$ cat src/rtl/mode_reg_pkg.sv
package mode_reg_pkg;
  localparam int ADDR_W = 22;
  localparam int NUM_REGS = 7;
  localparam int SEL_HI = 20;
  localparam int SEL_LO = 18;
  localparam int RSV_TOP = 21;
  localparam int RSV_ROW = 17;
  localparam logic [2:0] SEL_UNUSED = 3'h7;
  localparam logic [3:0] WR_LAST_CODE = 4'h9;
  localparam logic [21:0] REG_RESET = 22'h000000;
  localparam int CLK_PERIOD_PS = 8000;
  localparam int SET_CYCLE_NS = 8;
  localparam int UPDATE_DELAY_NS = 120;
  localparam int SET_CYCLE_CLKS = (SET_CYCLE_NS * 1000 + CLK_PERIOD_PS - 1) / CLK_PERIOD_PS;
  localparam int UPDATE_CLKS = (UPDATE_DELAY_NS * 1000 + CLK_PERIOD_PS - 1) / CLK_PERIOD_PS;
  localparam int CNT_W = 8;
  localparam logic [CNT_W-1:0] CNT_ZERO = 8'h00;
  localparam logic [CNT_W-1:0] CNT_ONE = 8'h01;

  typedef enum logic [1:0] {
    CMD_OTHER,
    CMD_SET,
    CMD_DESELECT
  } cmd_kind_t;

  function automatic logic [2:0] reg_select(input logic [ADDR_W-1:0] a);
    reg_select = a[SEL_HI:SEL_LO];
  endfunction
endpackage

$ cat src/rtl/mode_write_if.sv
interface mode_write_if;
  import mode_reg_pkg::*;
  logic wrEn;
  logic [2:0] wrSel;
  logic [ADDR_W-1:0] wrData;
  logic [3:0] wrRecCode;
  logic wrRecReserved;
  logic [4:0] wrRecClks;
  logic [3:0] rdPreClks;
  modport ctrl (output wrEn, output wrSel, output wrData,
    input wrRecCode, input wrRecReserved, input wrRecClks, input rdPreClks);
  modport decode (input wrEn, input wrSel, input wrData,
    output wrRecCode, output wrRecReserved, output wrRecClks, output rdPreClks);
endinterface

$ cat src/rtl/wr_recovery_decode.sv
module wr_recovery_decode
  import mode_reg_pkg::*;
(
  // Decoder side
  mode_write_if.decode mw
);
  wire [3:0] code;
  wire reservedCode;
  logic [4:0] recClks;

  assign code = {mw.wrData[13], mw.wrData[11:9]};
  assign reservedCode = code > WR_LAST_CODE;

  // Codes 0110 and 0111 are swapped in the table, so a plain linear formula does not fit.
  always_comb begin
    unique case (code)
      4'h0: recClks = 5'hA;
      4'h1: recClks = 5'hC;
      4'h2: recClks = 5'hE;
      4'h3: recClks = 5'h10;
      4'h4: recClks = 5'h12;
      4'h5: recClks = 5'h14;
      4'h6: recClks = 5'h18;
      4'h7: recClks = 5'h16;
      4'h8: recClks = 5'h1A;
      4'h9: recClks = 5'h1C;
      // Unsupported codes give zero clocks, so a stray setting cannot stretch any timing.
      default: recClks = 5'h00;
    endcase
  end

  assign mw.wrRecCode = code;
  assign mw.wrRecReserved = reservedCode;
  assign mw.wrRecClks = recClks;
  assign mw.rdPreClks = recClks[4:1];
endmodule

$ cat src/rtl/dram_mode_register_programming.sv
module dram_mode_register_programming
  import mode_reg_pkg::*;
(
  // Clock and reset
  input wire logic clk,
  input wire logic srst,
  input wire logic ce,
  // Command pins, sampled on clk
  input wire logic chipSelectN,
  input wire logic rowStrobeN,
  input wire logic colStrobeN,
  input wire logic writeEnableN,
  input wire logic [1:0] groupSelect,
  input wire logic [1:0] bankSelect,
  input wire logic topRowPin,
  input wire logic [13:0] rowAddr,
  input wire logic termControlInput,
  input wire logic allBanksIdle,
  // Register contents
  output logic [ADDR_W-1:0] modeReg [NUM_REGS],
  output logic [NUM_REGS-1:0] regWritten,
  // Decoded first register fields
  output logic [4:0] writeRecoveryClks,
  output logic [3:0] readToPrechargeClks,
  output logic recoveryCodeReserved,
  output logic reservedBitsSet,
  // Timing status
  output logic setCycleBusy,
  output logic updateBusy,
  output logic protocolViolation
);
  mode_write_if mw();

  wire isSet;
  wire isDeselect;
  wire isOther;
  wire [ADDR_W-1:0] capturedAddr;
  wire [2:0] sel;
  wire selValid;
  wire earlySet;
  wire earlyOther;
  wire termHighTooSoon;
  wire notIdle;
  wire termEnabled;

  logic [ADDR_W-1:0] modeReg_ff [NUM_REGS];
  logic [NUM_REGS-1:0] regWritten_ff;
  logic [CNT_W-1:0] setCnt_ff;
  logic [CNT_W-1:0] nxt_setCnt;
  logic [CNT_W-1:0] updCnt_ff;
  logic [CNT_W-1:0] nxt_updCnt;
  logic [4:0] wrRec_ff;
  logic [3:0] rdPre_ff;
  logic recRsv_ff;
  logic rsvBits_ff;
  logic violation_ff;
  cmd_kind_t cmdKind;

  // Commands are decoded from the strobes; the array path is not part of this block.
  assign isSet = !chipSelectN && !rowStrobeN && !colStrobeN && !writeEnableN;
  assign isDeselect = chipSelectN;
  assign isOther = cmdKind == CMD_OTHER;
  assign cmdKind = isSet ? CMD_SET : (isDeselect ? CMD_DESELECT : CMD_OTHER);

  // Pins 16:14 do not exist on this bus and read as zero.
  assign capturedAddr = {groupSelect, bankSelect, topRowPin, 3'h0, rowAddr};
  assign sel = reg_select(capturedAddr);
  assign selValid = sel != SEL_UNUSED;

  assign mw.wrEn = ce && isSet && selValid;
  assign mw.wrSel = sel;
  assign mw.wrData = capturedAddr;

  wr_recovery_decode u_dec (
    .mw(mw)
  );

  // Nominal termination enable lives in register one, bits 10:8.
  assign termEnabled = regWritten_ff[1] && (modeReg_ff[1][10:8] != 3'h0);
  assign earlySet = isSet && (setCnt_ff != CNT_ZERO);
  assign earlyOther = isOther && (updCnt_ff != CNT_ZERO);
  assign termHighTooSoon = termEnabled && termControlInput && (isSet || updCnt_ff != CNT_ZERO);
  assign notIdle = isSet && !allBanksIdle;

  // A write restarts both counters; the shorter set cycle is the floor for the next write.
  assign nxt_setCnt = isSet ? CNT_W'(SET_CYCLE_CLKS) : (setCnt_ff != CNT_ZERO ? setCnt_ff - CNT_ONE : CNT_ZERO);
  assign nxt_updCnt = isSet ? CNT_W'(UPDATE_CLKS) : (updCnt_ff != CNT_ZERO ? updCnt_ff - CNT_ONE : CNT_ZERO);

  always_ff @(posedge clk) begin
    if (srst) begin
      for (int i = 0; i < NUM_REGS; i++) begin
        modeReg_ff[i] <= REG_RESET;
      end
      regWritten_ff <= '0;
    end else if (mw.wrEn) begin
      modeReg_ff[mw.wrSel] <= mw.wrData;
      regWritten_ff[mw.wrSel] <= 1'b1;
    end
  end

  always_ff @(posedge clk) begin
    if (srst) begin
      setCnt_ff <= CNT_ZERO;
      updCnt_ff <= CNT_ZERO;
      violation_ff <= 1'b0;
    end else if (ce) begin
      setCnt_ff <= nxt_setCnt;
      updCnt_ff <= nxt_updCnt;
      violation_ff <= earlySet || earlyOther || termHighTooSoon || notIdle || (isSet && !selValid);
    end
  end

  always_ff @(posedge clk) begin
    if (srst) begin
      wrRec_ff <= 5'h00;
      rdPre_ff <= 4'h0;
      recRsv_ff <= 1'b0;
      rsvBits_ff <= 1'b0;
    end else if (mw.wrEn && mw.wrSel == 3'h0) begin
      wrRec_ff <= mw.wrRecClks;
      rdPre_ff <= mw.rdPreClks;
      recRsv_ff <= mw.wrRecReserved;
      rsvBits_ff <= capturedAddr[RSV_TOP] || capturedAddr[RSV_ROW];
    end
  end

  assign modeReg = modeReg_ff;
  assign regWritten = regWritten_ff;
  assign writeRecoveryClks = wrRec_ff;
  assign readToPrechargeClks = rdPre_ff;
  assign recoveryCodeReserved = recRsv_ff;
  assign reservedBitsSet = rsvBits_ff;
  assign setCycleBusy = setCnt_ff != CNT_ZERO;
  assign updateBusy = updCnt_ff != CNT_ZERO;
  assign protocolViolation = violation_ff;

  // Assertions. They watch only what this block drives; the controller side is checked by the bench.
  reg_write_a: assert property (@(posedge clk) disable iff (srst)
    mw.wrEn |=> modeReg_ff[$past(sel)] == $past(capturedAddr))
    else $error("register not written");
  ce_hold_a: assert property (@(posedge clk) disable iff (srst)
    !ce |=> $stable(regWritten_ff) && $stable(setCnt_ff) && $stable(updCnt_ff))
    else $error("state moved with enable low");
  sel_route_a: assert property (@(posedge clk) disable iff (srst)
    (ce && isSet && sel == SEL_UNUSED) |=> $stable(regWritten_ff))
    else $error("unused code wrote");
  sel_flag_a: assert property (@(posedge clk) disable iff (srst)
    (ce && isSet && !selValid) |=> protocolViolation)
    else $error("unused code not flagged");
  set_spacing_a: assert property (@(posedge clk) disable iff (srst)
    (ce && isSet) |=> updateBusy [*2])
    else $error("update delay not held");
  set_busy_a: assert property (@(posedge clk) disable iff (srst)
    (ce && isSet) |=> setCycleBusy)
    else $error("set cycle not started");
  set_cycle_a: assert property (@(posedge clk) disable iff (srst)
    (ce && earlySet) |=> protocolViolation)
    else $error("early write not flagged");
  other_early_a: assert property (@(posedge clk) disable iff (srst)
    (ce && earlyOther) |=> protocolViolation)
    else $error("early command not flagged");
  update_end_a: assert property (@(posedge clk) disable iff (srst)
    (ce && !isSet && updCnt_ff == CNT_ONE) |=> !updateBusy)
    else $error("update delay overran");
  idle_flag_a: assert property (@(posedge clk) disable iff (srst)
    (ce && notIdle) |=> protocolViolation)
    else $error("busy write not flagged");
  pin_map_a: assert property (@(posedge clk) disable iff (srst)
    mw.wrEn |-> mw.wrData[21:17] == {groupSelect, bankSelect, topRowPin} && mw.wrData[13:0] == rowAddr)
    else $error("pin map");
  rec_decode_a: assert property (@(posedge clk) disable iff (srst)
    (mw.wrEn && sel == 3'h0 && !mw.wrRecReserved) |=> writeRecoveryClks == {readToPrechargeClks, 1'b0})
    else $error("recovery pair");
  rec_swap_a: assert property (@(posedge clk) disable iff (srst)
    (mw.wrEn && sel == 3'h0 && mw.wrRecCode == 4'h6) |=> writeRecoveryClks == 5'h18 && readToPrechargeClks == 4'hC)
    else $error("swapped recovery entry");
  rec_rsv_a: assert property (@(posedge clk) disable iff (srst)
    mw.wrRecReserved |-> mw.wrRecCode > 4'h9)
    else $error("reserved code");
  rsv_zero_a: assert property (@(posedge clk) disable iff (srst)
    (mw.wrEn && sel == 3'h0 && mw.wrRecReserved) |=> recoveryCodeReserved && writeRecoveryClks == 5'h00)
    else $error("reserved code decoded");
  rsv_bits_a: assert property (@(posedge clk) disable iff (srst)
    (mw.wrEn && sel == 3'h0 && capturedAddr[21]) |=> reservedBitsSet)
    else $error("reserved bit");
  rsv_clear_a: assert property (@(posedge clk) disable iff (srst)
    (mw.wrEn && sel == 3'h0 && !capturedAddr[21] && !capturedAddr[17]) |=> !reservedBitsSet)
    else $error("reserved flag stuck");
  term_early_a: assert property (@(posedge clk) disable iff (srst)
    (ce && termHighTooSoon) |=> protocolViolation)
    else $error("termination early");
  term_free_a: assert property (@(posedge clk) disable iff (srst)
    (ce && !termEnabled && !earlySet && !earlyOther && !notIdle && !(isSet && !selValid)) |=> !protocolViolation)
    else $error("termination level flagged");

  // Covers for the main scenarios.
  write_c: cover property (@(posedge clk) mw.wrEn && sel == 3'h0);
  six_c: cover property (@(posedge clk) mw.wrEn && sel == 3'h6);
  viol_c: cover property (@(posedge clk) protocolViolation);
  term_c: cover property (@(posedge clk) ce && termHighTooSoon);
  frozen_c: cover property (@(posedge clk) !ce && isSet);
endmodule

$ cat config.mk
export PLATFORM = sky130hd
export DESIGN_NAME = dram_mode_register_programming
export DESIGN_NICKNAME = d
export VERILOG_FILES = /design/src/rtl/mode_reg_pkg.sv /design/src/rtl/mode_write_if.sv /design/src/rtl/wr_recovery_decode.sv /design/src/rtl/dram_mode_register_programming.sv
export SDC_FILE = /design/constraint.sdc
export NUM_CORES = 1
export LEC_CHECK = 0
export ABC_AREA = 1
export BUFFER_PORTS_ARGS = -buffer_cell sky130_fd_sc_hd__buf_2
export CORE_MARGIN = 3
export CORE_UTILIZATION = 51
export DETAILED_ROUTE_END_ITERATION = 10
export GPL_TIMING_DRIVEN = 0
export HOLD_SLACK_MARGIN = 0.08
export PLACE_DENSITY = 0.8
export SETUP_SLACK_MARGIN = 0.2
export SLEW_MARGIN = 20
export SYNTH_ARGS = -nofsm -noshare
export SYNTH_HDL_FRONTEND = slang
export SYNTH_SLANG_ARGS = --single-unit
export TNS_END_PERCENT = 30
$ cat constraint.sdc
create_clock -name clk -period 1.4 [get_ports clk]
set_input_delay 0.07 -clock clk [delete_from_list [all_inputs] [get_ports clk]]
set_output_delay 0.07 -clock clk [all_outputs]
set_load 0.03 [all_outputs]
Word level (Yosys, flattened, before mapping) --
Memories as Yosys holds them, arrays and structs flattened. Index checks and enable logic that the tools add are counted.
Operators by class: add/subtract/negate cells 2, order comparisons 5, equal/unequal tests 1, mux-type cells 11, bitwise operators 2, reductions and logical operators 32
Operator list (count):
- bitwise mux 154 bit | 1
- demux 22 bit (select 3 bit) | 1
- 2-to-1 mux 8 bit | 4
- 2-to-1 mux 22 bit | 1
- nonzero test 8 bit | 2
- subtractor 8 x 1 -> 8 bit (second input constant) | 2
- logical AND 1 bit | 15
- OR 7 bit | 1
- zero test 1 bit | 6
- logical OR 1 bit | 6
- greater-or-equal comparator 4 bit (second input constant) | 1
- > comparator 4 bit (second input constant) | 1
- < comparator 3 x 4 -> 1 bit (second input constant) | 1
- < comparator 4 x 1 -> 1 bit (second input constant) | 1
- 2-to-1 mux 2 bit | 2
- inverter 3 -> 4 bit | 1
- demux 1 bit (select 3 bit) | 1
- greater-or-equal comparator 3 x 1 -> 1 bit (second input constant) | 1
- zero test 3 bit | 1
- != test 3 bit (second input constant) | 1
- nonzero test 3 bit | 1
- zero test 2 bit | 1
- 2-to-1 mux 1 bit | 1
Word-level totals: flip-flop bits (word level) 189, memory bits (read-only) 64, input port bits 28, memories kept 1
Memory list:
- (no name shown) | depth 16, width 4, read ports 1, clocked after memory_dff 0, wr ports 0, line wr_recovery_decode.sv:16 | unique case (code)

Depth between registers and ports, before layout --
Gate-level depths: netlist (run 1).
depth in word-level cells 11, depth in mapped cells 9, mapped depth without buffers 9

Cells and area by module --
From an unflattened synthesis (run 1), not the netlist that was laid out.
Unflattened totals: cells, all modules 841, area, all modules 6508.7 µm²
By module, submodules not included:
- dram_mode_register_programming | times used 1, cells an instance 804, area each 6298.5 µm²
- wr_recovery_decode | times used 1, cells an instance 37, area each 210.2 µm²

Worst setup path before layout (run 1) --
Ideal clock, no wire load.
kind register to register, from reg updCnt_ff[3], to reg updCnt_ff[7], library setup time 0.132 ns, arrival time 1.408 ns, slack -0.140 ns, cell stages (with the launch flop) 7, period minus slack after synthesis 1.540 ns, path through dfxtp_1 > inv_1 > nand2_1 > nor2_1 > nand3_1 > o21ai_0 > nor3_1
On the way: cells in the longest elaborated chain, start to end 3, elaborated cells on any way between the ends 4
Ends and longest elaborated chain:
- start, declared | line dram_mode_register_programming.sv:50 | logic [CNT_W-1:0] updCnt_ff;
- start signal, assigned | line dram_mode_register_programming.sv:108 | updCnt_ff <= nxt_updCnt;
- nonzero test 8 bit
- via updateBusy | line dram_mode_register_programming.sv:29 | output logic updateBusy,
- 2-to-1 mux 8 bit (2 in series) | line dram_mode_register_programming.sv:87 | assign nxt_updCnt = isSet ? CNT_W'(UPDATE_CLKS) : (updCnt_ff != CNT_ZERO ? updCnt_ff - CNT_ONE : CNT_ZERO);
The timed path passes the listed nets, and every way through them passes these cells. A chain may end at the register's enable or synchronous reset.

Final worst setup path (run 1) --
from reg setCnt_ff[0], to out setCycleBusy
On the way: cells in the longest elaborated chain, start to end 1
Ends and longest elaborated chain:
- start, declared | line dram_mode_register_programming.sv:48 | logic [CNT_W-1:0] setCnt_ff;
- start signal, assigned | line dram_mode_register_programming.sv:107 | setCnt_ff <= nxt_setCnt;
- nonzero test 8 bit | line dram_mode_register_programming.sv:133 | assign setCycleBusy = setCnt_ff != CNT_ZERO;
- end, declared | line dram_mode_register_programming.sv:28 | output logic setCycleBusy,
No other way between the ends.

==> results of run 1 <==
## state kept, by name, summed over array words and instances, names as in the netlist
name and cells:
modeReg 133, protocolViolation 1, recoveryCodeReserved 1, regWritten 7, reservedBitsSet 1, setCnt_ff 8, updCnt_ff 8, writeRecoveryClks 4
## cells in the final DEF (no fill, tap or decap), types with 3 or more instances in the layout
cell,instances
nand3_2,3
ha_1,4
xor2_1,5
conb_1,22
nor2_1,252
buf_6,13
inv_1,32
clkinvlp_4,4
nand2_1,122
nand4_1,4
o21ai_0,72
buf_4,42
nand3_1,24
a21oi_2,5
inv_4,3
nand2_2,12
ha_4,4
clkbuf_16,17
nor2_4,8
dfxtp_1,152
nand2_4,4
clkbuf_1,18
dfxtp_2,9
inv_2,9
a21oi_1,32
dlygate4sd3_1,22
inv_6,4
clkbuf_2,7
buf_2,189
nor3_1,6
## worst max-delay path, cell delays in order, from the launching register on
cell and delay (ps):
dfxtp_2 340, inv_2 90, ha_4 140, nand3_4 60, nor2_4 120, buf_6 110
inv_4 30, buf_6 120
## layout make-up
class                      count  area (µm²)
fill                         948        3290
sequential                   163        3280
multi-input combinational    595        2840
timing repair buffer         220        1300
clock buffer                  22         464
buffer                        69         419
tap                          168         210
inverter                      45         176
clock inverter                10        75.1
## worst paths after layout
kind | from | endpoint | slack, ps | cells after the start
worst min register to register | modeReg[18] | modeReg[18] | 440 | 2
worst max register to register | setCnt_ff[0] | protocolViolation | -70 | 12
worst min-delay path | writeEnableN | updCnt_ff[1] | 100 | 6
worst max-delay path | setCnt_ff[0] | setCycleBusy | -100 | 7
## per-layer routing
| metal | GRT usage | up-vias |
|---|---|---|
| met5 | 0 | - |
| met4 | 0.0945 | 0 |
| met3 | 0.0966 | 58 |
| met2 | 0.432 | 290 |
| met1 | 0.312 | 2964 |
| li1 | - | 3143 |
## logic make-up (layout without fill, tap and decap cells)
kind of cell               count (synthesis)  in the layout  synth area share
buffers and inverters                    114            366            0.0897
AOI/OAI and AO/OA                        113            113            0.0897
DFF                                      163            163             0.515
and+or+nand+nor                          447            447             0.282
other                                      1             22          0.000592
xor gates and xnor gates                   5              5           0.00691
adders and majority gates                  8              8            0.0158
## where the power goes
| part | total [mW] | internal, mW | switching, mW | leakage [nW] |
|---|---|---|---|---|
| combinational | 2.63 | 1.14 | 1.49 | 2.60 |
| sequential | 4.96 | 4.81 | 0.143 | 1.32 |
| clock | 4.25 | 2.38 | 1.87 | 0.254 |
## timing repair
action / in CTS / in global routing
hold buffers: 21 / 1
gates resized for setup: 38 / 67
setup buffers: 14 / 5
gates cloned: 0 / 0
pin swaps: 16 / 25
endpoints found under the hold margin: 98 / 5
setup endpoints to repair: 11 / 121
==> results.toml, run 1 <==
[power_and_ir_drop]
p_leak_nw = 4.18
power_density_mw_per_mm2 = 1350
vdd_drop_max_v = 0.00107
p_total_mw = 11.8

[timing]
finalHoldViolations = 0
rsz0062_at_grt = "true"
fin_setup_tns_ps = -333
tightest_slew_ps = 641
maxSlewViolCount = 0
setup_ws_ps = -98.7
fin_skew_ps = 7.43
fin_crit_sh = 1.07
setup_viol = 9
max_slew_margin = 0.573
min_period_ps = 1500
fmax_ghz = 0.667
whs_ps = 105

[logic_synthesis]
synth_area_leaders = "dfxtp_1, nor2_1, nand2_1"
synth_edf_count = 0
syn_inst = 851
synth_common_cells = "nor2_1, dfxtp_1, nand2_1"
synthDistinctLibCells = 28
ys_seq_elements = 163
yosysWarnings = 0
avgSynthCellArea_um2 = 7.45
yosysMostFrequentCell = "nor2_1"
syn_area_mm2 = 0.00634
synth_flop_cell = "dfxtp_1"
async_reset_ff_frac = 0
yosys.area.top_type = "dfxtp_1"
seq_area_frac_synth = 0.515
synth_top_area_share = 0.515

[clock_network]
cts_root_buffer = "clkbuf_16"
cts.sinks = 163
clock_latency_ps = 420
h-tree-depth = 4
clk_pin_slew_ps = 60
numCtsBuffers = 17
tritoncts = "yes"
cts.path.max_buffers = 2

[worst_setup_path]
timing_worst_setup_path_type = "register to output pin"
start_kind = "register"
crit_fanout = 2
endpoint_kind = "output pin"
cp.arrival_ps = 1430
cp.required_ps = 1330

[route]
post_drt_via_cell_ratio = 5.00
met2_length_um = 9360
wl_met1_um = 7680
top_layer_used = "met4"
vias = 6455
routedWlPerCell_um = 15.0
drt_iter0_markers = 446
drtAntennaViolNets = 0
met3_length_um = 1740
drt_first_pass_iters = 5
wl_um = 19400
drc = 0

[die]
initial_core_util = 0.525
fp.coreArea_mm2 = 0.0121
die_height_um = 117
die_w_um = 117
die_area_mm2 = 0.0138
boundaryPins = 203
row_count = 40

[placement]
place_inst = 1219
place_hpwl_um = 13000
pre_cts_ws_ps = -245
dpl_cell_area_mm2 = 0.00756
place_congestion = 0.845
port_buffers = 179

[outcome]
status = "finished with violations"
violations = "setup timing"

[cells_and_area]
layout-drive-gt1-share = 0.312
fin_area_mm2 = 0.00877
area_growth_pct = 38.4
diodes = 0
utilization = 0.727
fin_nets = 1147
final-instance-count-excl-fill = 1292

[global_route]
globalRouteOverflowTotal = 0
antenna_found_initial = 0
grt_first_pass_wirelength_um = 28900
track_usage = 0.261
grt_max_degree = 17
first_global_vias = 5860

[worst_hold_path]
hp-class = "input port to register"

[job]
max_cap_violations = 0
(Power assumes the default switching activity.)
==> run 2, diff against run 1 <==
Settings changed: ABC_AREA 1 to default, CORE_UTILIZATION 51 to 50, PLACE_DENSITY 0.8 to 0.79.
==> run 2 against run 1 <==
- the flow still finishes with violations (setup timing)
- critical path type unchanged
- synthesized cell count shrank 16%
- design area shrank 3.2%
- sequential cell count is the same
- clock skew shrank 2.3 ps
- clock power grew 11%
- first-iteration DRC count shrank 5.2%
- cell count shrank 12%
- wire length shrank 1.9%
- setup slack lost 290 ps
- worst hold slack gained 6.6 ps
==> results.toml, run 2 <==
[global_route]
globalRouteOverflowTotal = 0
first_global_vias = 5623
grt_first_pass_wirelength_um = 30000
grt_max_degree = 17
track_usage = 0.273
antenna_found_initial = 3

[worst_setup_path]
timing_worst_setup_path_type = "register to output pin"
start_kind = "register"
endpoint_kind = "output pin"
r2r_slack_ps = -270
crit_fanout = 2
timing.rr.end = "setCnt_ff[1]"
critPathCapture = "setCycleBusy"
cp.required_ps = 1330
cp.arrival_ps = 1720
crit_start = "setCnt_ff[3]"
r2r_cells = 5
r2r_start = "setCnt_ff[3]"

[logic_synthesis]
synth_flop_cell = "dfxtp_1"
avgSynthCellArea_um2 = 8.73
syn_area_mm2 = 0.00624
yosysMostFrequentCell = "nand2_1"
syn_inst = 715
synth_edf_count = 0
ys_seq_elements = 163
synth_top_area_share = 0.523
synthDistinctLibCells = 47
synth_common_cells = "nand2_1, dfxtp_1, a21oi_1"
async_reset_ff_frac = 0
yosysWarnings = 0
seq_area_frac_synth = 0.523
synth_area_leaders = "dfxtp_1, nand2_1, a21oi_1"
yosys.area.top_type = "dfxtp_1"

[worst_hold_path]
hp-class = "input port to register"

[route]
post_drt_via_cell_ratio = 5.14
drt_iter0_markers = 423
drc = 0
drtAntennaViolNets = 0
drt_first_pass_iters = 5
vias = 5877
wl_um = 19100
routedWlPerCell_um = 16.7

[timing]
setup_ws_ps = -391
maxSlewViolCount = 0
rsz0062_at_grt = "true"
fmax_ghz = 0.558
fin_crit_sh = 1.28
finalHoldViolations = 0
max_slew_margin = 0.538
tightest_slew_ps = 693
setup_viol = 13
min_period_ps = 1790
fin_skew_ps = 5.11

[clock_network]
numCtsBuffers = 17
clk_pin_slew_ps = 60
h-tree-depth = 4
cts.path.max_buffers = 2
clock_latency_ps = 420
cts.sinks = 163
cts_root_buffer = "clkbuf_16"
tritoncts = "yes"

[placement]
place_hpwl_um = 12700
place_congestion = 0.846
place_inst = 1081
dpl_cell_area_mm2 = 0.00742
port_buffers = 177
pre_cts_ws_ps = -436

[die]
die_area_mm2 = 0.0139
die_height_um = 118
row_count = 40
fp.coreArea_mm2 = 0.0121
boundaryPins = 203
initial_core_util = 0.515
die_w_um = 118

[cells_and_area]
largest_reg_flops = 133
utilization = 0.701
layout-drive-gt1-share = 0.321
fin_area_mm2 = 0.00848
n_fill_cell = 989
final_common_cell = "buf_2"
fin_nets = 994
area_growth_pct = 35.9
final-instance-count-excl-fill = 1143
final_cell_mix = "buf_2, nand2_1, dfxtp_1"

[outcome]
violations = "setup timing"
status = "finished with violations"

[power_and_ir_drop]
vdd_drop_max_v = 0.000767
power_density_mw_per_mm2 = 1440
p_leak_nw = 4.02

[job]
max_cap_violations = 0
-- run 2: cell count changes in the layout (fill, tap and decap cells not counted), sizes merged, moves of 32 or more --
cell / before / now
a21oi: 37 / 89
nor2: 262 / 76
o21ai: 74 / 1
nand2: 138 / 171
inv: 48 / 16
mux2i: 0 / 33
-- run 2: cell type report --
type                    count  area, µm²  area share
plain buffers              73        465      0.0549
clock buffers              23        468      0.0552
repair buffers            203       1140       0.135
well taps                 168        210      0.0248
inverters                  16       65.1     0.00767
flip-flops and latches    163       3290       0.387
clock inverters             9        129      0.0152
multi-input cells         484       2710       0.319
diodes                      4       10.0     0.00118
-- run 2: worst min-delay path by stage --
stage	startpoint	end	slack, ps	depth (start not counted)
final	rowAddr[11]	writeRecoveryClks[2]	110	5
after global routing	rowAddr[11]	writeRecoveryClks[1]	110	4
after CTS	rowAddr[11]	writeRecoveryClks[2]	90	5
after detailed placement	rowAddr[3]	modeReg[91]	400	3
after global placement	rowAddr[2]	modeReg[90]	400	3
after floorplan	rowAddr[12]	modeReg[12]	210	2
-- run 2: critical path, stage by stage (launching register included) --
cell,delay (ps)
dfxtp_2,320
or4_4,550
nor4_4,180
inv_1,90
buf_6,150
-- run 2: what timing repair did --
action / in CTS / in global routing
hold buffers: 15 / 0
gates resized for setup: 36 / 50
setup endpoints to repair: 102 / 96
hold endpoints to repair: 78 / 0
buffers inserted: 8 / 3
pin swaps: 17 / 11
-- run 2: per-layer routing --
metal  GRT usage  wire, µm  vias to the layer above
met3      0.0759      1490                       41
met2       0.428      9150                      255
li1            -         -                     2802
met1       0.346      7860                     2779
met5           0         0                        -
met4       0.134       561                        0
-- run 2: logic make-up (layout without fill, tap and decap cells) --
family	Yosys count	in the layout	share of synthesized area
AO/OA/AOI/OAI	110	110	0.0982
XOR/XNOR	10	10	0.0140
adder cells (fa/ha/maj)	8	8	0.0160
buffers and inverters	89	324	0.0780
flip-flops	163	163	0.523
multiplexers	33	33	0.0529
other	1	26	0.000601
AND/OR/NAND/NOR	301	301	0.217
-- run 2: metrics by stage --
step | hold slack (ps) | power (mW) | TNS (ps)
after global placement | 401 | 6.67 | -32040
after detailed placement | 404 | 6.69 | -36530
after global routing | 114 | 12.7 | -3380
final | 111 | 12.2 | -2700
after CTS | 85.8 | 12.0 | -2770
after floorplan | 206 | 6.29 | -317
-- run 2: where the power goes --
| group | switching (mW) | total [mW] | internal [mW] |
|---|---|---|---|
| Combinational | 1.23 | 2.35 | 1.12 |
| Sequential | 0.279 | 5.14 | 4.87 |
| Clock | 1.82 | 4.71 | 2.89 |
| Total | 3.32 | 12.2 | 8.88 |
==> run 3, diff against run 2 <==
==> constraint.sdc (replaced) <==
create_clock -name clk -period 1.4 [get_ports clk]
set_input_delay 0.21 -clock clk [delete_from_list [all_inputs] [get_ports clk]]
set_output_delay 0.21 -clock clk [all_outputs]
set_load 0.03 [all_outputs]
==> run 3 against run 2 <==
- the flow still finishes with violations (setup timing)
- largest power group unchanged
- sequential cell count did not move
- sequential share of layout area fell by 2.9 points
- setup slack got worse by 98 ps
- combinational power rose by 14%
- non-clock buffer count rose by 6
- worst hold slack improved by 1.7 ps
- critical endpoint unchanged
- wire length rose by 5.2%
- core utilization rose by 5.8 points
- sequential power fell by 0.8%
- clock skew rose by 2.7 ps
==> results.toml, run 3 (synthesis results as in run 2) <==
[outcome]
status = "finished with violations"
violations = "setup timing"

[timing]
whs_ps = 113
fin_skew_ps = 7.77
tightest_slew_ps = 768
rsz0062_at_grt = "true"
finalHoldViolations = 0
max_slew_margin = 0.488
setup_viol = 15
fmax_ghz = 0.529
fin_setup_tns_ps = -4360
fin_crit_sh = 1.35
setup_ws_ps = -489
min_period_ps = 1890
maxSlewViolCount = 0

[clock_network]
clock_latency_ps = 420
ctsHoldBuffers = 0
numCtsBuffers = 17
h-tree-depth = 4
clk_pin_slew_ps = 60
tritoncts = "yes"
cts_root_buffer = "clkbuf_16"
cts.sinks = 163
cts.path.max_buffers = 2

[route]
wl_um = 20000
drt_first_pass_iters = 5
drtAntennaViolNets = 0
routedWlPerCell_um = 17.5
post_drt_via_cell_ratio = 5.10
drc = 0
vias = 5843
drt_iter0_markers = 368

[die]
die_w_um = 118
row_count = 40
die_height_um = 118
die_area_mm2 = 0.0139
initial_core_util = 0.515
boundaryPins = 203
fp.coreArea_mm2 = 0.0121

[cells_and_area]
final_cell_mix = "nand2_1, dfxtp_1, buf_2"
area_growth_pct = 47.1
fin_nets = 1000
largest_reg_flops = 133
layout-drive-gt1-share = 0.408
final_common_cell = "nand2_1"
diodes = 0
n_fill_cell = 855

[worst_hold_path]
worstHoldPathCells = 3
min_to = "modeReg[133]"
hp-class = "input port to register"
hold_start = "rowAddr[1]"

[worst_setup_path]
timing_worst_setup_path_type = "register to output pin"
start_kind = "register"
crit_fanout = 2
cp.required_ps = 1190
r2r_cells = 6
r2r_start = "setCnt_ff[3]"
endpoint_kind = "output pin"
r2r_slack_ps = -410
timing.rr.end = "setCnt_ff[1]"
cp.arrival_ps = 1680

[placement]
place_hpwl_um = 13100
place_congestion = 0.858
port_buffers = 177

[job]
max_cap_violations = 0

[global_route]
grt_first_pass_wirelength_um = 28800
grtUsageMet2 = 0.436
antenna_found_initial = 1
first_global_vias = 5535
use_met1 = 0.317
track_usage = 0.261
grt_max_degree = 17
met3_usage = 0.0817
top_usage_layer = "met2"
globalRouteOverflowTotal = 0

[power_and_ir_drop]
power_density_mw_per_mm2 = 1340
p_total_mw = 12.3
p_leak_nw = 4.22
vdd_drop_max_v = 0.000815
==> run 3: changes by cell type in the layout (fill, tap and decap cells not counted), sizes merged <==
cell and change:
dlygate4sd3 -15, buf -19, clkbuf +41, clkinvlp +2, clkinv -1, bufinv -2, diode -4
==> run 3: final cells by class <==
type / instances / area (µm²) / share of cell area
well taps: 168 / 210 / 0.0229
multi-input cells: 484 / 2950 / 0.321
clock inverters: 8 / 75.1 / 0.00818
plain buffers: 73 / 606 / 0.0660
inverters: 16 / 67.6 / 0.00736
clock buffers: 24 / 502 / 0.0546
repair buffers: 209 / 1480 / 0.161
flip-flops and latches: 163 / 3290 / 0.358
==> run 3: report_power, final <==
group          total, mW  switching [mW]  internal, mW
Sequential          5.10           0.242          4.86
Combinational       2.69            1.33          1.36
Clock               4.49            1.82          2.67
Total               12.3            3.40          8.89
==> run 3: stage by stage <==
stage	instances	cell area, µm²	utilization	worst slack (ps)
4_1_cts	1123	8280	0.684	-557
2_1_floorplan	736	6390	-	-61.2
5_1_grt	1145	9180	0.758	-563
6_report	1145	9180	0.758	-489
3_5_place_dp	1081	7480	0.618	-594
3_3_place_gp	1081	7480	0.618	-553
==> run 3: layer usage <==
metal,vias up,routed length [µm]
met4,2,528
met3,37,1400
li1,2802,-
met2,219,10100
met1,2783,8040
met5,-,7
==> run 3: what timing repair did <==
action / CTS / global route
pin swaps: 7 / 50
endpoints found under the setup margin: 152 / 198
setup buffers: 10 / 14
gates cloned: 0 / 8
gates resized for setup: 55 / 248
endpoints found under the hold margin: 0 / 0
==> run 3: worst max path at each step <==
stage | end | start | slack (ps) | cells past startpoint
finish | setCycleBusy | setCnt_ff[3] | -490 | 4
global route | setCycleBusy | setCnt_ff[3] | -560 | 4
CTS | setCycleBusy | setCnt_ff[3] | -560 | 4
detailed placement | modeReg[22] | srst | -590 | 4
global placement | modeReg[24] | srst | -550 | 4
floorplan | protocolViolation | setCnt_ff[5] | -60 | 4
==> run 3: critical path: stages, from the launching register on <==
cell and delay [ps]:
dfxtp_2 320, or4_4 550, nor4_4 170, inv_1 80, buf_6 140
